==> src/shared/uoef_pkg.sv <==
// Package with register map, field positions and timing constants for the USB event block
package uoef_pkg;
    localparam int unsigned ADDR_W = 4;
    localparam int unsigned DATA_W = 16;
    localparam logic [3:0] OFS_CFG2 = 4'h0;
    localparam logic [3:0] OFS_OTG_STAT = 4'h1;
    localparam logic [3:0] OFS_OTG_EN = 4'h2;
    localparam logic [3:0] OFS_DEV_STAT = 4'h3;
    localparam logic [3:0] OFS_DEV_EN = 4'h4;
    localparam logic [3:0] OFS_ERR_EN = 4'h5;
    localparam logic [3:0] OFS_PWR = 4'h6;
    localparam logic [15:0] CFG2_MASK = 16'h001f;
    localparam logic [15:0] OTG_MASK = 16'h00fd;
    localparam logic [15:0] DEV_MASK = 16'h00bf;
    localparam logic [15:0] DEV_W1C_MASK = 16'h00bd;
    localparam logic [15:0] ERR_MASK = 16'h00bf;
    localparam logic [15:0] PWR_MASK = 16'h0001;
    localparam logic [15:0] PHY_LOCK_MASK = 16'h0007;
    localparam logic [15:0] RST_ZERO = 16'h0000;
    localparam int unsigned B_PULLUP = 4;
    localparam int unsigned B_SERIAL = 3;
    localparam int unsigned B_BOOST = 2;
    localparam int unsigned B_VCMP = 1;
    localparam int unsigned B_XCVR = 0;
    localparam int unsigned B_ID = 7;
    localparam int unsigned B_MS = 6;
    localparam int unsigned B_LSTATE = 5;
    localparam int unsigned B_ACTV = 4;
    localparam int unsigned B_SESVD = 3;
    localparam int unsigned B_SESEND = 2;
    localparam int unsigned B_VBUSVD = 0;
    localparam int unsigned B_STALL = 7;
    localparam int unsigned B_RESUME = 5;
    localparam int unsigned B_IDLE = 4;
    localparam int unsigned B_TRN = 3;
    localparam int unsigned B_SOF = 2;
    localparam int unsigned B_ERR = 1;
    localparam int unsigned B_URST = 0;
    localparam int unsigned CLK_MHZ = 100;
    localparam int unsigned MS_US = 1000;
    localparam int unsigned IDLE_US = 3000;
    localparam int unsigned K_NS = 2500;
    localparam int unsigned CLK_NS = 10;
    localparam int unsigned MS_CYC = MS_US * CLK_MHZ;
    localparam int unsigned IDLE_CYC = IDLE_US * CLK_MHZ;
    localparam int unsigned K_CYC = (K_NS + CLK_NS - 1) / CLK_NS;
endpackage : uoef_pkg

==> src/uoef_top.sv <==
// USB OTG event flags, enables and transceiver selection logic
// Function
// - pull-up bit drives VBUS pull-up enable
// - serial bit selects I2C external control
// - boost disable bit selects digital output
// - comparator disable selects digital status input
// - transceiver disable selects external transceiver
// - ID pin change sets flag
// - one millisecond timer sets flag
// - new stable line state sets flag
// - line or VBUS activity sets flag
// - session-end A crossing sets flag, both edges
// - B session-end crossing sets flag
// - VBUS valid crossing sets flag
// - writing one clears flag only; error summary bit is not cleared, it follows enabled errors
// - per-flag enable bits, reset disabled
// - sent stall sets flag; bit6 zero
// - K-state for 2.5 us sets resume
// - idle 3 ms sets idle flag
// - token done flag; clear pops FIFO
// - start-of-frame sets frame flag
// - error summary only from enabled errors
// - bus reset 2.5 us, once per reset
`timescale 1ns/1ps
module uoef_top
    import uoef_pkg::*;
#(
    parameter int unsigned MS_CYCLES = MS_CYC,
    parameter int unsigned IDLE_CYCLES = IDLE_CYC,
    parameter int unsigned K_CYCLES = K_CYC
) (
    input wire logic clk_i,
    input wire logic resetn_i,
    input wire logic [ADDR_W-1:0] addr_i,
    input wire logic [DATA_W-1:0] wdata_i,
    input wire logic wr_i,
    input wire logic rd_i,
    output logic [DATA_W-1:0] rdata_o,
    input wire logic id_pin_i,
    input wire logic single_ended_zero_state_i,
    input wire logic j_state_indication_i,
    input wire logic k_state_i,
    input wire logic bus_idle_i,
    input wire logic vbus_activity_i,
    input wire logic a_sess_end_i,
    input wire logic b_sess_end_i,
    input wire logic a_vbus_valid_i,
    input wire logic stall_sent_i,
    input wire logic token_done_i,
    input wire logic frame_start_i,
    input wire logic [7:0] error_events_i,
    output logic vbus_pullup_en_o,
    output logic ext_module_serial_ctrl_en_o,
    output logic boost_builder_disable_o,
    output logic vbus_comparator_disable_o,
    output logic transceiver_disable_o,
    output logic module_power_on_o,
    output logic status_fifo_advance_o,
    output logic irq_o
);
    typedef logic [DATA_W-1:0] uoef_word_t;

    function automatic logic wr_hit(input logic we, input logic [ADDR_W-1:0] a,
                                    input logic [3:0] ofs);
        return we && (a == ofs);
    endfunction : wr_hit

    function automatic logic [31:0] cnt_step(input logic [31:0] c, input logic run,
                                             input logic [31:0] lim);
        if (!run) begin
            return 32'h0;
        end
        return (c >= lim) ? c : c + 32'h1;
    endfunction : cnt_step

    // Pin synchronisers: stage one is read only by stage two
    localparam int unsigned NSYNC = 11;
    logic [NSYNC-1:0] s1_q, s2_q, s3_q;
    always_ff @(posedge clk_i) begin
        if (!resetn_i) begin
            s1_q <= '0;
            s2_q <= '0;
            s3_q <= '0;
        end else begin
            s1_q <= {stall_sent_i, token_done_i, frame_start_i, bus_idle_i, k_state_i,
                     vbus_activity_i, a_vbus_valid_i, b_sess_end_i, a_sess_end_i,
                     1'b0,
                     id_pin_i};
            s2_q <= s1_q;
            s3_q <= s2_q;
        end
    end
    logic [1:0] ln1_q, ln2_q;
    always_ff @(posedge clk_i) begin
        if (!resetn_i) begin
            ln1_q <= '0;
            ln2_q <= '0;
        end else begin
            ln1_q <= {single_ended_zero_state_i, j_state_indication_i};
            ln2_q <= ln1_q;
        end
    end
    logic [7:0] err1_q, err2_q;
    always_ff @(posedge clk_i) begin
        if (!resetn_i) begin
            err1_q <= '0;
            err2_q <= '0;
        end else begin
            err1_q <= error_events_i;
            err2_q <= err1_q;
        end
    end

    wire logic id_s = s2_q[0];
    wire logic asess_s = s2_q[2];
    wire logic bsess_s = s2_q[3];
    wire logic avld_s = s2_q[4];
    wire logic actv_s = s2_q[5];
    wire logic k_s = s2_q[6];
    wire logic idle_s = s2_q[7];
    wire logic sof_e = s2_q[8] & ~s3_q[8];
    wire logic trn_e = s2_q[9] & ~s3_q[9];
    wire logic stall_e = s2_q[10] & ~s3_q[10];

    // Configuration registers
    uoef_word_t cfg_q, otg_en_q, dev_en_q, err_en_q, pwr_q;
    wire logic phy_locked = pwr_q[0];
    always_ff @(posedge clk_i) begin
        if (!resetn_i) begin
            cfg_q <= RST_ZERO;
        end else if (wr_hit(wr_i, addr_i, OFS_CFG2)) begin
            // Phy selection bits are held while powered
            cfg_q <= phy_locked ? ((wdata_i & CFG2_MASK & ~PHY_LOCK_MASK)
                                   | (cfg_q & PHY_LOCK_MASK)) : (wdata_i & CFG2_MASK);
        end
    end
    always_ff @(posedge clk_i) begin
        if (!resetn_i) begin
            otg_en_q <= RST_ZERO;
            dev_en_q <= RST_ZERO;
            err_en_q <= RST_ZERO;
            pwr_q <= RST_ZERO;
        end else begin
            if (wr_hit(wr_i, addr_i, OFS_OTG_EN)) otg_en_q <= wdata_i & OTG_MASK;
            if (wr_hit(wr_i, addr_i, OFS_DEV_EN)) dev_en_q <= wdata_i & DEV_MASK;
            if (wr_hit(wr_i, addr_i, OFS_ERR_EN)) err_en_q <= wdata_i & ERR_MASK;
            if (wr_hit(wr_i, addr_i, OFS_PWR)) pwr_q <= wdata_i & PWR_MASK;
        end
    end
    always_ff @(posedge clk_i) begin
        if (!resetn_i) begin
            vbus_pullup_en_o <= 1'b0;
            ext_module_serial_ctrl_en_o <= 1'b0;
            boost_builder_disable_o <= 1'b0;
            vbus_comparator_disable_o <= 1'b0;
            transceiver_disable_o <= 1'b0;
            module_power_on_o <= 1'b0;
        end else begin
            vbus_pullup_en_o <= cfg_q[B_PULLUP];
            ext_module_serial_ctrl_en_o <= cfg_q[B_SERIAL];
            boost_builder_disable_o <= cfg_q[B_BOOST];
            vbus_comparator_disable_o <= cfg_q[B_VCMP];
            transceiver_disable_o <= cfg_q[B_XCVR];
            module_power_on_o <= pwr_q[0];
        end
    end

    // Level history for change detection
    logic id_h_q, asess_h_q, bsess_h_q, avld_h_q, hist_ok_q;
    always_ff @(posedge clk_i) begin
        if (!resetn_i) begin
            id_h_q <= 1'b0;
            asess_h_q <= 1'b0;
            bsess_h_q <= 1'b0;
            avld_h_q <= 1'b0;
            hist_ok_q <= 1'b0;
        end else begin
            id_h_q <= id_s;
            asess_h_q <= asess_s;
            bsess_h_q <= bsess_s;
            avld_h_q <= avld_s;
            hist_ok_q <= 1'b1;
        end
    end

    // Millisecond timer and line-state stability counter
    logic [31:0] ms_q, ls_q, k_q, idle_q;
    logic [1:0] ln_last_q, ln_stable_q;
    wire logic ms_tick = (ms_q == MS_CYCLES - 1);
    always_ff @(posedge clk_i) begin
        if (!resetn_i) begin
            ms_q <= 32'h0;
        end else begin
            ms_q <= ms_tick ? 32'h0 : ms_q + 32'h1;
        end
    end
    wire logic ln_same = (ln2_q == ln_last_q);
    wire logic ls_fire = ln_same && (ls_q == MS_CYCLES - 1) && (ln2_q != ln_stable_q);
    always_ff @(posedge clk_i) begin
        if (!resetn_i) begin
            ls_q <= 32'h0;
            ln_last_q <= 2'h0;
            ln_stable_q <= 2'h0;
        end else begin
            ln_last_q <= ln2_q;
            ls_q <= cnt_step(ls_q, ln_same, MS_CYCLES);
            if (ls_fire) ln_stable_q <= ln2_q;
        end
    end
    always_ff @(posedge clk_i) begin
        if (!resetn_i) begin
            k_q <= 32'h0;
            idle_q <= 32'h0;
        end else begin
            k_q <= cnt_step(k_q, k_s, K_CYCLES);
            idle_q <= cnt_step(idle_q, idle_s, IDLE_CYCLES);
        end
    end
    // The level must still stand in the last counted cycle, so a full period is seen
    wire logic k_fire = k_s && (k_q == K_CYCLES - 1);
    wire logic idle_fire = idle_s && (idle_q == IDLE_CYCLES - 1);

    // Bus reset: single-ended zero held long enough, once per reset
    logic [31:0] rst_q;
    wire logic se0_s = ln2_q[1];
    always_ff @(posedge clk_i) begin
        if (!resetn_i) begin
            rst_q <= 32'h0;
        end else begin
            rst_q <= cnt_step(rst_q, se0_s, K_CYCLES);
        end
    end
    wire logic rst_fire = se0_s && (rst_q == K_CYCLES - 1);

    // Status flag registers: set beats a same-cycle clear
    uoef_word_t otg_set, dev_set, otg_q, dev_q;
    always_comb begin
        otg_set = RST_ZERO;
        otg_set[B_ID] = hist_ok_q && (id_s != id_h_q);
        otg_set[B_MS] = ms_tick;
        otg_set[B_LSTATE] = ls_fire;
        otg_set[B_ACTV] = actv_s || (ln2_q != ln_last_q);
        otg_set[B_SESVD] = hist_ok_q && (asess_s != asess_h_q);
        otg_set[B_SESEND] = hist_ok_q && (bsess_s != bsess_h_q);
        otg_set[B_VBUSVD] = hist_ok_q && (avld_s != avld_h_q);
    end
    always_comb begin
        dev_set = RST_ZERO;
        dev_set[B_STALL] = stall_e;
        dev_set[B_RESUME] = k_fire;
        dev_set[B_IDLE] = idle_fire;
        dev_set[B_TRN] = trn_e;
        dev_set[B_SOF] = sof_e;
        dev_set[B_URST] = rst_fire;
    end
    wire uoef_word_t otg_clr = wr_hit(wr_i, addr_i, OFS_OTG_STAT) ? wdata_i : RST_ZERO;
    wire uoef_word_t dev_clr = wr_hit(wr_i, addr_i, OFS_DEV_STAT) ? wdata_i : RST_ZERO;
    wire logic err_any = |(err2_q & err_en_q[7:0]);
    always_ff @(posedge clk_i) begin
        if (!resetn_i) begin
            otg_q <= RST_ZERO;
        end else begin
            otg_q <= ((otg_q & ~otg_clr) | otg_set) & OTG_MASK;
        end
    end
    always_ff @(posedge clk_i) begin
        if (!resetn_i) begin
            dev_q <= RST_ZERO;
        end else begin
            dev_q <= (((dev_q & ~(dev_clr & DEV_W1C_MASK)) | dev_set) & DEV_W1C_MASK)
                     | (err_any ? (16'h1 << B_ERR) : RST_ZERO);
        end
    end
    always_ff @(posedge clk_i) begin
        if (!resetn_i) begin
            status_fifo_advance_o <= 1'b0;
        end else begin
            status_fifo_advance_o <= dev_clr[B_TRN] && dev_q[B_TRN];
        end
    end
    always_ff @(posedge clk_i) begin
        if (!resetn_i) begin
            irq_o <= 1'b0;
        end else begin
            irq_o <= |(otg_q & otg_en_q) || |(dev_q & dev_en_q);
        end
    end

    // Read port: data in the cycle after the strobe, unmapped reads zero
    always_ff @(posedge clk_i) begin
        if (!resetn_i) begin
            rdata_o <= RST_ZERO;
        end else if (rd_i) begin
            case (addr_i)
                OFS_CFG2: rdata_o <= cfg_q;
                OFS_OTG_STAT: rdata_o <= otg_q;
                OFS_OTG_EN: rdata_o <= otg_en_q;
                OFS_DEV_STAT: rdata_o <= dev_q;
                OFS_DEV_EN: rdata_o <= dev_en_q;
                OFS_ERR_EN: rdata_o <= err_en_q;
                OFS_PWR: rdata_o <= pwr_q;
                default: rdata_o <= RST_ZERO;
            endcase
        end else begin
            rdata_o <= RST_ZERO;
        end
    end

    a_otg_clear_one: assert property (@(posedge clk_i) disable iff (!resetn_i)
        (otg_q[B_ID] && !otg_set[B_ID] && !otg_clr[B_ID]) |=> otg_q[B_ID])
        else $error("otg flag lost without clear");
    a_otg_clear_hit: assert property (@(posedge clk_i) disable iff (!resetn_i)
        (otg_clr[B_MS] && !ms_tick) |=> !otg_q[B_MS])
        else $error("otg flag not cleared");
    a_otg_gaps_zero: assert property (@(posedge clk_i) disable iff (!resetn_i)
        otg_q[1] == 1'b0 && otg_en_q[1] == 1'b0) else $error("unused bit set");
    a_dev_bit6_zero: assert property (@(posedge clk_i) disable iff (!resetn_i)
        dev_q[6] == 1'b0) else $error("device bit6 set");
    a_ms_tick_set: assert property (@(posedge clk_i) disable iff (!resetn_i)
        ms_tick |=> otg_q[B_MS]) else $error("ms flag missing");
    a_id_change_set: assert property (@(posedge clk_i) disable iff (!resetn_i)
        (hist_ok_q && id_s != id_h_q) |=> otg_q[B_ID]) else $error("id flag missing");
    a_err_summary: assert property (@(posedge clk_i) disable iff (!resetn_i)
        dev_q[B_ERR] == $past(err_any)) else $error("error summary wrong");
    a_irq_follows: assert property (@(posedge clk_i) disable iff (!resetn_i)
        ##1 irq_o == $past(|(otg_q & otg_en_q) || |(dev_q & dev_en_q)))
        else $error("irq mismatch");
    a_pullup_follow: assert property (@(posedge clk_i) disable iff (!resetn_i)
        ##1 vbus_pullup_en_o == $past(cfg_q[B_PULLUP])) else $error("pullup mismatch");
    a_phy_lock_hold: assert property (@(posedge clk_i) disable iff (!resetn_i)
        phy_locked |=> cfg_q[2:0] == $past(cfg_q[2:0])) else $error("phy bits changed");
    a_reset_once: assert property (@(posedge clk_i) disable iff (!resetn_i)
        rst_fire |=> !rst_fire) else $error("bus reset fired twice");
    a_set_beats_clear: assert property (@(posedge clk_i) disable iff (!resetn_i)
        (otg_set[B_MS] && otg_clr[B_MS]) |=> otg_q[B_MS])
        else $error("flag set lost to clear");
    a_dev_clear_hit: assert property (@(posedge clk_i) disable iff (!resetn_i)
        (dev_clr[B_STALL] && !stall_e) |=> !dev_q[B_STALL])
        else $error("device flag not cleared");
    a_resume_set: assert property (@(posedge clk_i) disable iff (!resetn_i)
        k_fire |=> dev_q[B_RESUME])
        else $error("resume flag missing");
    a_idle_set: assert property (@(posedge clk_i) disable iff (!resetn_i)
        idle_fire |=> dev_q[B_IDLE])
        else $error("idle flag missing");
    a_bus_reset_set: assert property (@(posedge clk_i) disable iff (!resetn_i)
        rst_fire |=> dev_q[B_URST])
        else $error("bus reset flag missing");
    a_line_stable_set: assert property (@(posedge clk_i) disable iff (!resetn_i)
        ls_fire |=> otg_q[B_LSTATE])
        else $error("line stable flag missing");
    a_fifo_advance: assert property (@(posedge clk_i) disable iff (!resetn_i)
        (dev_clr[B_TRN] && dev_q[B_TRN]) |=> status_fifo_advance_o)
        else $error("status fifo not advanced");
    a_otg_read_gap: assert property (@(posedge clk_i) disable iff (!resetn_i)
        (rd_i && addr_i == OFS_OTG_STAT) |=> rdata_o[1] == 1'b0)
        else $error("otg bit1 read as one");
    a_serial_follow: assert property (@(posedge clk_i) disable iff (!resetn_i)
        ##1 ext_module_serial_ctrl_en_o == $past(cfg_q[B_SERIAL]))
        else $error("serial select mismatch");
    a_boost_follow: assert property (@(posedge clk_i) disable iff (!resetn_i)
        ##1 boost_builder_disable_o == $past(cfg_q[B_BOOST]))
        else $error("boost disable mismatch");
    a_vcmp_follow: assert property (@(posedge clk_i) disable iff (!resetn_i)
        ##1 vbus_comparator_disable_o == $past(cfg_q[B_VCMP]))
        else $error("comparator disable mismatch");
    a_xcvr_follow: assert property (@(posedge clk_i) disable iff (!resetn_i)
        ##1 transceiver_disable_o == $past(cfg_q[B_XCVR]))
        else $error("transceiver disable mismatch");
    // Main scenarios that the bench is meant to reach
    c_id_flag: cover property (@(posedge clk_i) disable iff (!resetn_i) otg_set[B_ID]);
    c_trn_pop: cover property (@(posedge clk_i) disable iff (!resetn_i) status_fifo_advance_o);
    c_irq_up: cover property (@(posedge clk_i) disable iff (!resetn_i) $rose(irq_o));
    c_set_clear: cover property (@(posedge clk_i) disable iff (!resetn_i)
        (otg_set[B_MS] && otg_clr[B_MS]));
    c_resume_fire: cover property (@(posedge clk_i) disable iff (!resetn_i) k_fire);
endmodule : uoef_top

==> config.mk <==
export PLATFORM = sky130hd
export DESIGN_NAME = uoef_top
export DESIGN_NICKNAME = d
export VERILOG_FILES = /design/src/shared/uoef_pkg.sv /design/src/uoef_top.sv
export SDC_FILE = /design/constraint.sdc
export NUM_CORES = 1
export LEC_CHECK = 0
export CAP_MARGIN = 0
export CORE_ASPECT_RATIO = 1.1
export CORE_MARGIN = 1
export CORE_UTILIZATION = 55
export CTS_BUF_LIST = sky130_fd_sc_hd__clkbuf_8
export CTS_CLUSTER_SIZE = 25
export DETAILED_ROUTE_END_ITERATION = 7
export DONT_BUFFER_PORTS = 1
export GPL_TIMING_DRIVEN = 0
export PLACE_DENSITY_LB_ADDON = 0.15
export SKIP_LAST_GASP = 1
export SYNTH_ARGS = -nofsm -noshare
export SYNTH_HDL_FRONTEND = slang
export SYNTH_SLANG_ARGS = --single-unit
==> constraint.sdc <==
create_clock -name clk_i -period 3.52 [get_ports clk_i]
set_input_delay 0.704 -clock clk_i [delete_from_list [all_inputs] [get_ports clk_i]]
set_output_delay 0.704 -clock clk_i [all_outputs]
set_load 0.02 [all_outputs]
Word-level counts from Yosys, hierarchy flattened:

Index checks and enable logic that the tools add are counted.

* bits of input ports: 44
* register bits: 299

* muxes and demuxes: 26
* reduce and logical (&&, ||, !) cells: 25
* bitwise logic cells: 18
* $lt $le $gt $ge: 4
* equal/unequal tests: 22
* add/subtract/negate cells: 5

Operators by type and width (count)
* 32-bit 2-to-1 mux: 12
* 32-bit by 1-bit adder with 32-bit output (second input constant): 5
* 16-bit one-hot mux with 7 select lines: 1
* 32-bit by 17-bit == test with 1-bit output (second input constant): 2
* 32-bit by 8-bit == test with 1-bit output (second input constant): 2
* 32-bit by 8-bit >= comparator with 1-bit output (second input constant): 2
* 8-bit AND: 5
* 32-bit by 19-bit == test with 1-bit output (second input constant): 1
* 32-bit by 17-bit >= comparator with 1-bit output (second input constant): 1
* 32-bit by 19-bit >= comparator with 1-bit output (second input constant): 1
* 16-bit OR reduction: 2
* 1-bit logical AND: 17
* 8-bit 2-to-1 mux: 2
* 8-bit NOT: 2
* 8-bit OR: 2
* 4-bit by 3-bit == test with 1-bit output (second input constant): 3
* 1-bit 2-to-1 mux: 9
* 4-bit by 2-bit == test with 1-bit output (second input constant): 2
* 2-bit != test (second input constant): 4
* 8-bit by 2-bit OR with 8-bit output: 1
* 8-bit OR reduction: 1
* 5-bit 2-to-1 mux: 1
* 5-bit by 3-bit OR with 5-bit output: 1
* 4-bit by 1-bit == test with 1-bit output (second input constant): 1
* 10 further kinds: 20

Longest topological paths before layout:

Gate-level depths: netlist of run 1.

* word-level depth: 7
* gate-level depth with buffers: 8
* mapped depth without buffers: 6

Worst setup path before layout of run 1:

No wires, ideal clock.

* kind: input -> register
* start point: input port addr_i[2]
* end point: register otg_q[4]
* cell stages on the path: 8
* library setup time: 128 ps
* data required time: 3392 ps
* arrival time: 1974 ps
* path slack: 1418 ps
* path buffers: 3
* cells stage by stage: clkbuf_1 nor2_1 clkbuf_1 and3_1 clkbuf_1 nand2_1 a211oi_1 nor2_1

* word-level cells in the longest chain between the ends: 6

Ends and longest elaborated chain
* start: declaration: line uoef_top.sv:34 `input wire logic [ADDR_W-1:0] addr_i,`
* 4-bit by 1-bit == test with 1-bit output: line uoef_top.sv:65 `return we && (a == ofs);`
* 1-bit logical AND: line uoef_top.sv:65
* 8-bit 2-to-1 mux: line uoef_top.sv:256 `wire uoef_word_t otg_clr = wr_hit(wr_i, addr_i, OFS_OTG_STAT) ? wdata_i : RST_ZERO;`
* 8-bit NOT: line uoef_top.sv:263 `otg_q <= ((otg_q & ~otg_clr) | otg_set) & OTG_MASK;`
* 8-bit AND: line uoef_top.sv:263
* 8-bit OR: line uoef_top.sv:263
* end signal: assignment: line uoef_top.sv:263
* end: declaration: line uoef_top.sv:236 `uoef_word_t otg_set, dev_set, otg_q, dev_q;`

No other way between the ends.
A chain may end at the register's enable or synchronous reset.

Worst setup path after layout of run 1:

* start point: register ls_q[19]
* end point: register ln_stable_q[1]

* word-level cells in the longest chain between the ends: 3

Ends and longest elaborated chain
* start: declaration: line uoef_top.sv:187 `logic [31:0] ms_q, ls_q, k_q, idle_q;`
* start signal: assignment: line uoef_top.sv:206 `ls_q <= cnt_step(ls_q, ln_same, MS_CYCLES);`
* 32-bit by 17-bit == test with 1-bit output: line uoef_top.sv:198 `wire logic ls_fire = ln_same && (ls_q == MS_CYCLES - 1) && (ln2_q != ln_stable_q);`
* 1-bit logical AND (2 in series): line uoef_top.sv:198
* end signal: assignment: line uoef_top.sv:207 `if (ls_fire) ln_stable_q <= ln2_q;`
* end: declaration: line uoef_top.sv:188 `logic [1:0] ln_last_q, ln_stable_q;`

No other way between the ends.

==> impl_summary.txt, run 1 <==
----------------------------------------------------
[Status]
  Outcome ... finished clean

[Place]
  Number of port buffers ... 0
  Final weighted congestion in routability-driven placement ... 0.907
  Placed insts ... 1339
  Post-placement worst setup slack ... 898 ps
  HPWL after detailed placement ... 15.4 mm
  Instance area at placement ... 10700 µm²

[Global route]
  Via count of the first global-routing pass ... 7378
  Largest net degree at the start of global routing ... 14
  All-layer global routing usage ... 0.231
  Aggregate global routing overflow ... 0
  Number of antenna violations at the first check in global routing ... 2
  Wire length of the first global-routing pass ... 36.6 mm

[Floorplanning]
  DIE HEIGHT ... 146 µm
  Std-Cell Rows ... 52
  Core Box Area ... 18400 µm²
  Total die area ... 19400 µm²
  Die boundary width ... 133 µm
  Count of boundary I/O pins ... 68
  Initial core utilization ... 0.563

[Flow run]
  Reported max-cap violation count ... 0

[Synth]
  Summed instance area of the synthesized netlist ... 10400 µm²
  Mean instance size in the synthesized netlist ... 9.52 µm²
  Distinct cells, synth ... 65
  Count of yosys warnings during synthesis ... 0
  Number of standard cells after synthesis ... 1089
  Number of synthesized flops with an enable pin ... 0
  FFs w/ async S/R, synth ... 0
  Area share of the largest cell type after synthesis ... 0.516
  Post-synth top area cell ... sky130_fd_sc_hd__dfxtp_1
  Seq/Total Area, Yosys ... 0.516
  Area contributors post-synth ... sky130_fd_sc_hd__dfxtp_1, sky130_fd_sc_hd__and3_1, sky130_fd_sc_hd__and2_1
  Number of storage elements in the synthesis netlist ... 267
  Predominant post-synthesis flop cell ... sky130_fd_sc_hd__dfxtp_1

[Routing]
  Via density ... 5.57
  Post-route ant nets ... 0
  Drt total wl ... 22.0 mm
  Number of remaining DRC errors ... 0
  Average routed wire per standard cell ... 15.6 µm
  Initial DRT Pass Iterations ... 6
  Number of design-rule violations left by the first detailed-router iteration ... 448
  Vias ... 7888

[Timing]
  Slew Limit Headroom ... 0.427
  Setup repair after global routing missed its margin ... no
  Number of setup violations in the final report ... 0
  Clock skew ... 20.6 ps
  Period utilization ... 0.648
  Measured slew at the worst slew-check pin ... 848 ps
  WHS ... 171 ps
  Final Max Slew Viols ... 0
  Count of final hold-check violations ... 0
  Achievable Freq ... 438 MHz
  Min Clock Period, post-route ... 2280 ps
  Fin Setup TNS ... 0 ps
  Worst Setup Slack, final ... 1240 ps

[Clock network]
  TritonCTS clock tree ... done
  Post-CTS Repair Setup Buffers ... 0
  Clock sink total ... 267
  Clock-pin slew of the registers on the worst-case setup and hold paths ... 60 ps
  CTS root buf ... sky130_fd_sc_hd__clkbuf_8
  H-tree level count ... 2
  Number of clock buffers inserted by TritonCTS ... 43
  Number of gates resized after cts ... 0
  Source-to-sink clock delay at the later pin of the worst-skew pair ... 560 ps
  CTS max path bufs ... 3
  Number of buffers inserted for hold repair after clock tree synthesis ... 0

[Power]
  Pwr/cell area ... 500 nW/µm²
  Overall power of the completed layout ... 5.77 mW
  VDD IR-drop max ... 0.387 mV
  Static leakage ... 4.66 nW

[Finish]
  Fraction of layout cells with a size suffix above 1 ... 0.0819
  Layout fillers ... 1579
  Area growth from synthesis to layout ... 11.3%
  Layout Cell Area excl Fill ... 11500 µm²
  Layout Utilization ... 0.626
  Post-route non-filler standard cell count ... 1417
  Number of nets in the layout ... 1196

[Min path]
  Worst min-delay path class ... primary input to flop

[Setup path]
  Worst Path Max Fanout ... 9
  Worst path required time ... 3950 ps
  Arr. time, crit path ... 2710 ps
  Critical path startpoint category ... flop
  CP endpoint kind ... flop
  Type of the setup path with the least slack ... flop to flop

----------------------------------------------------
[routing by layer]
layer	up-vias	global-route usage	part of all wire
met5	-	0	0
met4	0	0.0736	0.020
met3	40	0.0557	0.061
met2	187	0.374	0.46
met1	3712	0.302	0.46
li1	3949	-	-
[Yosys cell counts, types with 7 or more instances]
library cell	n
sky130_fd_sc_hd__nor2_1	114
sky130_fd_sc_hd__nor4_1	35
sky130_fd_sc_hd__nand4_1	17
sky130_fd_sc_hd__xor2_1	9
sky130_fd_sc_hd__buf_4	9
sky130_fd_sc_hd__inv_1	20
sky130_fd_sc_hd__and3_1	78
sky130_fd_sc_hd__nor3_1	12
sky130_fd_sc_hd__nand3_1	48
sky130_fd_sc_hd__mux2i_1	16
sky130_fd_sc_hd__a41o_1	7
sky130_fd_sc_hd__a22oi_1	9
sky130_fd_sc_hd__a211oi_1	10
sky130_fd_sc_hd__clkbuf_1	51
sky130_fd_sc_hd__nand2_1	84
sky130_fd_sc_hd__dfxtp_1	267
sky130_fd_sc_hd__xnor2_1	43
sky130_fd_sc_hd__a31oi_1	11
sky130_fd_sc_hd__and2_1	71
sky130_fd_sc_hd__and4_1	10
sky130_fd_sc_hd__ha_1	11
sky130_fd_sc_hd__a21oi_1	49
[placed cells by master (no fill, tap or decap), types with 5 or more instances in the layout]
master / instances
sky130_fd_sc_hd__dfxtp_1: 267
sky130_fd_sc_hd__nor2_1: 114
sky130_fd_sc_hd__nand2_1: 84
sky130_fd_sc_hd__and3_1: 78
sky130_fd_sc_hd__and2_1: 71
sky130_fd_sc_hd__clkbuf_1: 51
sky130_fd_sc_hd__clkbuf_8: 51
sky130_fd_sc_hd__a21oi_1: 49
sky130_fd_sc_hd__nand3_1: 48
sky130_fd_sc_hd__xnor2_1: 43
sky130_fd_sc_hd__inv_1: 38
sky130_fd_sc_hd__nor4_1: 35
sky130_fd_sc_hd__nand4_1: 17
sky130_fd_sc_hd__mux2i_1: 16
sky130_fd_sc_hd__nor3_1: 12
sky130_fd_sc_hd__a31oi_1: 11
sky130_fd_sc_hd__ha_1: 11
sky130_fd_sc_hd__and4_1: 10
sky130_fd_sc_hd__a211oi_1: 10
sky130_fd_sc_hd__buf_4: 9
sky130_fd_sc_hd__xor2_1: 9
sky130_fd_sc_hd__a22oi_1: 9
sky130_fd_sc_hd__conb_1: 8
sky130_fd_sc_hd__a41o_1: 7
sky130_fd_sc_hd__nand4b_1: 6
sky130_fd_sc_hd__a31o_2: 6
sky130_fd_sc_hd__nor2b_1: 6
sky130_fd_sc_hd__a222oi_1: 6
sky130_fd_sc_hd__or4_1: 6
sky130_fd_sc_hd__o21ai_0: 5
sky130_fd_sc_hd__o31ai_1: 5
sky130_fd_sc_hd__buf_1: 5
sky130_fd_sc_hd__a22o_1: 5
[worst paths after layout]
check	depth (start not counted)	end	slack, ps	from
setup / recovery	5	ln_stable_q[1]	1240	ls_q[19]
hold / removal	0	hist_ok_q	170	resetn_i
setup reg to reg	5	ln_stable_q[1]	1240	ls_q[19]
hold reg to reg	2	otg_q[4]	430	s2_q[5]
[power breakdown]
group	switching [mW]	internal [mW]
combinational	0.121	0.0592
sequential	0.0269	3.06
clock	1.17	1.33
total	1.32	4.45
[area by class of cell]
class | count | area (µm²) | area share
sequential | 267 | 5350 | 0.463
multi-input combinational | 742 | 4670 | 0.405
clock buffer | 51 | 702 | 0.0609
tap | 243 | 304 | 0.0264
buffer | 66 | 293 | 0.0254
clock inverter | 25 | 131 | 0.0114
inverter | 21 | 78.8 | 0.00683
antenna | 2 | 5.00 | 0.000434
[sequential cells by signal, indices dropped and copies added (netlist names), 8 cells and up]
register and flops:
idle_q 32, k_q 32, ls_q 32, ms_q 32, rdata_o 8, rst_q 32, s1_q 10, s2_q 10
[critical path, stage by stage (launching register included)]
cell and delay [ps]:
sky130_fd_sc_hd__dfxtp_1 310, sky130_fd_sc_hd__nor4_1 300, sky130_fd_sc_hd__nand4_1 510, sky130_fd_sc_hd__nor4_2 720
sky130_fd_sc_hd__mux2i_1 260, sky130_fd_sc_hd__nor2_1 50
[kinds of logic (layout without fill, tap and decap cells)]
family	Yosys count	in the layout	share of synthesized area
simple gates	509	509	0.267
fa+ha+maj	11	11	0.0133
buf+inv	87	163	0.0359
compound gates	140	140	0.0998
flops	267	267	0.516
mux	22	22	0.0241
xor+xnor	52	52	0.0439
other cells	1	10	0.000362
(Power assumes the default switching activity.)
==> run 2, diff against run 1 <==
==> constraint.sdc (replaced) <==
create_clock -name clk_i -period 2.15 [get_ports clk_i]
set_input_delay 0.43 -clock clk_i [delete_from_list [all_inputs] [get_ports clk_i]]
set_output_delay 0.43 -clock clk_i [all_outputs]
set_load 0.02 [all_outputs]
==> run 2 against run 1 <==
Effect of this change: fmax rose by 13%; largest power group unchanged; final cell count rose by 2.7%; register-to-register slack got worse by 1100 ps; hold slack got worse by 150 ps; first-iteration DRC count fell by 3.3%; via count rose by 2.0%; critical endpoint is now idle_q[11]; critical path type unchanged.
==> impl_summary.txt, run 2 (same netlist as run 1, synthesis figures left out) <==
----------------------------------------------------
[Timing]
  Achievable Freq ... 496 MHz (+13%)
  Count of final hold-check violations ... 0 (unchanged)
  Setup repair after global routing missed its margin ... no
  Measured slew at the worst slew-check pin ... 819 ps (-28.6 ps)
  WHS ... 19.3 ps (-152 ps)
  Number of setup violations in the final report ... 0 (unchanged)
  Final Max Slew Viols ... 0 (unchanged)
  Slew Limit Headroom ... 0.446 (+0.0194)
  Period utilization ... 0.938 (+0.290)
  Clock skew ... 20.6 ps (+0.0494 ps)
  Min Clock Period, post-route ... 2020 ps (-265 ps)

[Global route]
  Largest net degree at the start of global routing ... 14 (unchanged)
  Via count of the first global-routing pass ... 7617 (+3.2%)
  Aggregate global routing overflow ... 0 (unchanged)
  GR met2 Demand/Resource ... 0.383 (+0.00942)
  Global-route track usage on met3 ... 0.0547 (-0.00104)
  All-layer global routing usage ... 0.236 (+0.00533)
  Met1 track utilization from global routing ... 0.307 (+0.00512)
  Most utilized layer in the global route result ... met2
  Number of antenna violations at the first check in global routing ... 1 (-1)
  Wire length of the first global-routing pass ... 37.4 mm (+2.3%)

[Finish]
  Area growth from synthesis to layout ... 15.7%
  Layout Utilization ... 0.652 (+0.0251)
  Leading cell type in the layout, fill and taps excluded ... sky130_fd_sc_hd__dfxtp_1
  Layout fillers ... 1533 (-2.9%)
  Commonest cells after routing, fill and taps aside ... sky130_fd_sc_hd__dfxtp_1, sky130_fd_sc_hd__nor2_1, sky130_fd_sc_hd__nand2_1, sky130_fd_sc_hd__and3_1, sky130_fd_sc_hd__and2_1
  Number of nets in the layout ... 1235 (+3.3%)
  Layout Cell Area excl Fill ... 12000 µm² (+4.0%)
  Fraction of layout cells with a size suffix above 1 ... 0.101 (+0.0188)

[Setup path]
  Critical path startpoint category ... flop
  Arr. time, crit path ... 2470 ps (-240 ps)
  Reg2Reg Setup Slack ... 130 ps (-1100 ps)
  CP endpoint kind ... flop
  Type of the setup path with the least slack ... flop to flop
  Worst Path Max Fanout ... 10 (+1)
  Worst path required time ... 2600 ps (-1350 ps)

[Power]
  Pwr/cell area ... 792 nW/µm² (+58%)
  Overall power of the completed layout ... 9.50 mW (+65%)
  Internal portion of total power ... 7.32 mW (+64%)
  VDD IR-drop max ... 0.644 mV (+66%)
  Power spent charging and discharging nets ... 2.18 mW (+65%)
  Clock Power Share ... 0.431 (-0.002)
  Power share of the combinational group ... 0.036 (+0.005)
  Static leakage ... 4.87 nW (+4.5%)
  Switching part of the total power ... 0.230 (+0.000975)
  Relative contribution of sequential cells to total power ... 0.533 (-0.003)

[Floorplanning]
  Count of boundary I/O pins ... 68 (unchanged)
  DIE HEIGHT ... 146 µm (unchanged)
  Core Box Area ... 18400 µm² (unchanged)
  Total die area ... 19400 µm² (unchanged)
  Die boundary width ... 133 µm (unchanged)
  Std-Cell Rows ... 52 (unchanged)
  Initial core utilization ... 0.563 (unchanged)

[Min path]
  Worst min-delay path class ... primary input to flop

[Clock network]
  CTS root buf ... sky130_fd_sc_hd__clkbuf_8
  Clock-pin slew of the registers on the worst-case setup and hold paths ... 60 ps (about the same)
  Number of clock buffers inserted by TritonCTS ... 43 (unchanged)
  TritonCTS clock tree ... done
  H-tree level count ... 2 (unchanged)
  Source-to-sink clock delay at the later pin of the worst-skew pair ... 560 ps (about the same)
  Clock sink total ... 267 (unchanged)
  CTS max path bufs ... 3 (unchanged)

[Routing]
  Average routed wire per standard cell ... 15.7 µm (+0.91%)
  Drt total wl ... 22.8 mm (+3.6%)
  Post-route ant nets ... 0 (unchanged)
  Initial DRT Pass Iterations ... 5 (-1)
  Vias ... 8044 (+2.0%)
  Number of design-rule violations left by the first detailed-router iteration ... 433 (-3.3%)
  Via density ... 5.53 (-0.69%)
  Number of remaining DRC errors ... 0 (unchanged)

[Place]
  Number of port buffers ... 0 (unchanged)
  Final weighted congestion in routability-driven placement ... 0.907 (unchanged)
  Instance area at placement ... 10700 µm² (unchanged)
  HPWL after detailed placement ... 15.4 mm (unchanged)

[Status]
  Outcome ... finished clean

[Flow run]
  Reported max-cap violation count ... 0 (unchanged)

----------------------------------------------------
run 2: cell type report:
class,count,area [µm²],share of cell area
Antenna cell,1,2.50,0.000209
Tap cell,243,304,0.0253
Multi-Input combinational cell,742,4770,0.397
Clock buffer,51,702,0.0585
Buffer,64,289,0.0241
Sequential cell,267,5350,0.446
Inverter,21,78.8,0.00657
Timing Repair Buffer,41,375,0.0313
Clock inverter,25,131,0.0110
run 2: path summary, 6_finish.rpt:
check             start         end  cells past startpoint
min reg2reg     s2_q[5]    otg_q[4]                      2
min          wdata_i[0]    cfg_q[0]                      2
max           idle_q[5]  idle_q[11]                      6
max reg2reg   idle_q[5]  idle_q[11]                      6
run 2: metrics by stage:
step	setup WS (ps)	cells	setup TNS, ps
final	134	1455	0
after global routing	4.02	1454	0
after CTS	-49.4	1447	-55.9
after detailed placement	-198	1339	-7400
after global placement	-219	1339	-5520
after floorplan	220	1096	0
run 2: per-layer routing:
metal | wire length (µm) | part of all wire
met1 | 10300 | 0.45
met2 | 10700 | 0.47
met3 | 1370 | 0.060
met4 | 539 | 0.024
met5 | 0 | 0
run 2: repair_timing:
item,in CTS,in global routing
buffers inserted,6,8
resized for setup,4,14
pin swaps,3,5
hold buffers,27,0
setup endpoints to repair,22,36
endpoints found under the hold margin,30,0
run 2: power groups by stage:
stage / combinational (mW) / sequential (mW) / clock (mW)
final: 0.339 / 5.06 / 4.10
after global routing: 0.375 / 5.07 / 4.48
after CTS: 0.338 / 5.06 / 4.20
after detailed placement: 0.296 / 5.17 / 0
after global placement: 0.293 / 5.17 / 0
after floorplan: 0.221 / 5.15 / 0
run 2: critical path, cell delays in order (launching register included):
cell and delay (ps):
sky130_fd_sc_hd__dfxtp_1 310, sky130_fd_sc_hd__buf_4 180, sky130_fd_sc_hd__and3_2 250, sky130_fd_sc_hd__nand4_1 210, sky130_fd_sc_hd__a2111oi_4 600, sky130_fd_sc_hd__a31oi_1 150
sky130_fd_sc_hd__a41o_1 210
==> run 3, diff against run 2 <==
--- a/config.mk
+++ b/config.mk
@@ -15,6 +15,7 @@
 export DONT_BUFFER_PORTS = 1
 export GPL_TIMING_DRIVEN = 0
 export PLACE_DENSITY_LB_ADDON = 0.15
+export RECOVER_POWER = 25
 export SKIP_LAST_GASP = 1
 export SYNTH_ARGS = -nofsm -noshare
 export SYNTH_HDL_FRONTEND = slang
==> run 3 against run 2 <==
Effect of this change: cell area is the same; total power hardly changed; hold slack is essentially flat; core utilization did not move; sequential cell count is the same; largest cell class unchanged; count of clock-buffer cells in the layout unchanged; die area stayed put; combinational power about the same; critical path type unchanged; clock skew is essentially flat; worst setup slack is essentially flat; sequential power barely moved.
==> impl_summary.txt, run 3 (same netlist as run 1, synthesis figures left out) <==
----------------------------------------------------
[Power]
  Switching part of the total power ... 0.230 (about the same)
  Relative contribution of sequential cells to total power ... 0.533 (about the same)
  Internal portion of total power ... 7.32 mW (about the same)
  Overall power of the completed layout ... 9.50 mW (about the same)
  Pwr/cell area ... 792 nW/µm² (about the same)
  Power spent charging and discharging nets ... 2.18 mW (about the same)
  VDD IR-drop max ... 0.644 mV (about the same)
  Power share of the combinational group ... 0.036 (about the same)
  Static leakage ... 4.86 nW (-0.11%)
  Clock Power Share ... 0.432 (about the same)

[Timing]
  Period utilization ... 0.938 (about the same)
  Fin Setup TNS ... 0 ps (unchanged)
  Count of final hold-check violations ... 0 (unchanged)
  Number of setup violations in the final report ... 0 (unchanged)
  Setup repair after global routing missed its margin ... no
  Achievable Freq ... 496 MHz (about the same)
  Final Max Slew Viols ... 0 (unchanged)
  Min Clock Period, post-route ... 2020 ps (-0.356 ps)
  Measured slew at the worst slew-check pin ... 822 ps (+3.12 ps)
  Clock skew ... 20.8 ps (+0.164 ps)
  Slew Limit Headroom ... 0.444 (-0.00211)

[Clock network]
  CTS root buf ... sky130_fd_sc_hd__clkbuf_8
  CTS max path bufs ... 3 (unchanged)
  Clock sink total ... 267 (unchanged)
  TritonCTS clock tree ... done
  Clock-pin slew of the registers on the worst-case setup and hold paths ... 60 ps (about the same)
  Source-to-sink clock delay at the later pin of the worst-skew pair ... 560 ps (about the same)
  H-tree level count ... 2 (unchanged)
  Number of clock buffers inserted by TritonCTS ... 43 (unchanged)

[Place]
  Number of port buffers ... 0 (unchanged)
  HPWL after detailed placement ... 15.4 mm (unchanged)
  Final weighted congestion in routability-driven placement ... 0.907 (unchanged)

[Finish]
  Number of nets in the layout ... 1235 (unchanged)
  Layout fillers ... 1533 (unchanged)
  Fraction of layout cells with a size suffix above 1 ... 0.101 (unchanged)
  Commonest cells after routing, fill and taps aside ... sky130_fd_sc_hd__dfxtp_1, sky130_fd_sc_hd__nor2_1, sky130_fd_sc_hd__nand2_1, sky130_fd_sc_hd__and3_1, sky130_fd_sc_hd__and2_1
  Leading cell type in the layout, fill and taps excluded ... sky130_fd_sc_hd__dfxtp_1
  Area growth from synthesis to layout ... 15.7% (unchanged)

[Min path]
  Hold path start ... wdata_i[0]
  Worst min-delay path class ... primary input to flop
  Worst min-delay path endpoint ... cfg_q[0]
  Hold path depth ... 2 (unchanged)

[Floorplanning]
  Initial core utilization ... 0.563 (unchanged)
  Std-Cell Rows ... 52 (unchanged)
  Total die area ... 19400 µm² (unchanged)
  Count of boundary I/O pins ... 68 (unchanged)
  Die boundary width ... 133 µm (unchanged)
  Core Box Area ... 18400 µm² (unchanged)
  DIE HEIGHT ... 146 µm (unchanged)

[Setup path]
  Worst Path Max Fanout ... 10 (unchanged)
  Launching point of the worst reg2reg path ... idle_q[5]
  Worst path required time ... 2600 ps (about the same)
  Type of the setup path with the least slack ... flop to flop
  Cell-by-cell listing of the critical path ... buf_4 -> and3_2 -> nand4_1 -> a2111oi_4 -> a31oi_1 -> a41o_1
  Reg2Reg Setup Slack ... 130 ps (about the same)
  Critical-path top delay cell ... sky130_fd_sc_hd__a2111oi_4
  Endpoint of the worst-slack reg-to-reg timing path ... idle_q[11]
  Critical path startpoint category ... flop
  Register-to-Register Path Depth ... 6 (unchanged)
  CP endpoint kind ... flop
  Maximum single-stage delay on the critical path ... 600 ps (about the same)
  Arr. time, crit path ... 2470 ps (about the same)

[Routing]
  Vias ... 8060 (+0.20%)
  Number of remaining DRC errors ... 0 (unchanged)
  Drt total wl ... 22.8 mm (about the same)
  Initial DRT Pass Iterations ... 7 (+2)
  Average routed wire per standard cell ... 15.7 µm (about the same)
  Via density ... 5.54 (+0.20%)
  Number of design-rule violations left by the first detailed-router iteration ... 433 (unchanged)
  Post-route ant nets ... 0 (unchanged)

[Flow run]
  Reported max-cap violation count ... 0 (unchanged)

[Status]
  Outcome ... finished clean

[Global route]
  Wire length of the first global-routing pass ... 37.4 mm (unchanged)
  Largest net degree at the start of global routing ... 14 (unchanged)
  Via count of the first global-routing pass ... 7617 (unchanged)
  Number of antenna violations at the first check in global routing ... 1 (unchanged)
  All-layer global routing usage ... 0.236 (unchanged)
  Aggregate global routing overflow ... 0 (unchanged)

----------------------------------------------------
## run 3: cell types whose count changed in the layout (fill, tap and decap cells not counted)
cell	delta
sky130_fd_sc_hd__and2_0	+7
sky130_fd_sc_hd__and2_1	-7
## run 3: power by group through the flow
stage	clock network [mW]	registers, mW	logic, mW
6_report	4.10	5.06	0.339
3_5_place_dp	0	5.17	0.296
4_1_cts	4.20	5.06	0.338
3_3_place_gp	0	5.17	0.293
5_1_grt	4.48	5.07	0.375
2_1_floorplan	0	5.15	0.221
## run 3: metrics by stage
stage | setup WS, ps | std cells | area [µm²] | util | hold slack [ps]
global route | 4.02 | 1454 | 12000 | 0.651 | 5.46
global placement | -219 | 1339 | 10700 | 0.581 | 414
CTS | -49.4 | 1447 | 11900 | 0.644 | 5.15
finish | 134 | 1455 | 12000 | 0.652 | 19.0
floorplan | 220 | 1096 | 10400 | - | 412
detailed placement | -198 | 1339 | 10700 | 0.581 | 417
## run 3: layout make-up
class	instances	area [µm²]	share of cell area
flip-flops and latches	267	5350	0.446
multi-input cells	742	4770	0.397
clock buffers	51	702	0.0585
repair buffers	41	375	0.0313
well taps	243	304	0.0253
plain buffers	64	289	0.0241
clock inverters	25	131	0.0110
inverters	21	78.8	0.00657
diodes	1	2.50	0.000209
## run 3: how the worst max path moves through the flow
stage / start / end / slack (ps) / cells after the start
2_1_floorplan: idle_q[13] / idle_q[18] / 220 / 6
3_3_place_gp: resetn_i / rdata_o[6] / -220 / 4
3_5_place_dp: resetn_i / err_en_q[4] / -200 / 5
4_1_cts: idle_q[5] / idle_q[11] / -50 / 6
5_1_grt: idle_q[5] / idle_q[11] / 4 / 6
6_report: idle_q[5] / idle_q[11] / 130 / 6
## run 3: what timing repair did
item,4_1_cts,5_1_grt
hold buffers,27,0
endpoints found under the setup margin,22,36
pin swaps,3,5
resized for setup,4,14
buffers inserted,6,8
hold endpoints to repair,30,0
## run 3: per-layer routing
| layer | part of all wire | global-route usage |
|---|---|---|
| met1 | 0.45 | 0.307 |
| met5 | 0 | 0 |
| met2 | 0.47 | 0.383 |
| met4 | 0.024 | 0.0822 |
| met3 | 0.061 | 0.0547 |
## run 3: worst max-delay path, delay by kind of cell (launching register included)
family,cells,cell delay (ps)
AOI/OAI and AO/OA,3,960
and+or+nand+nor,2,460
DFF,1,310
buffers and inverters,1,180
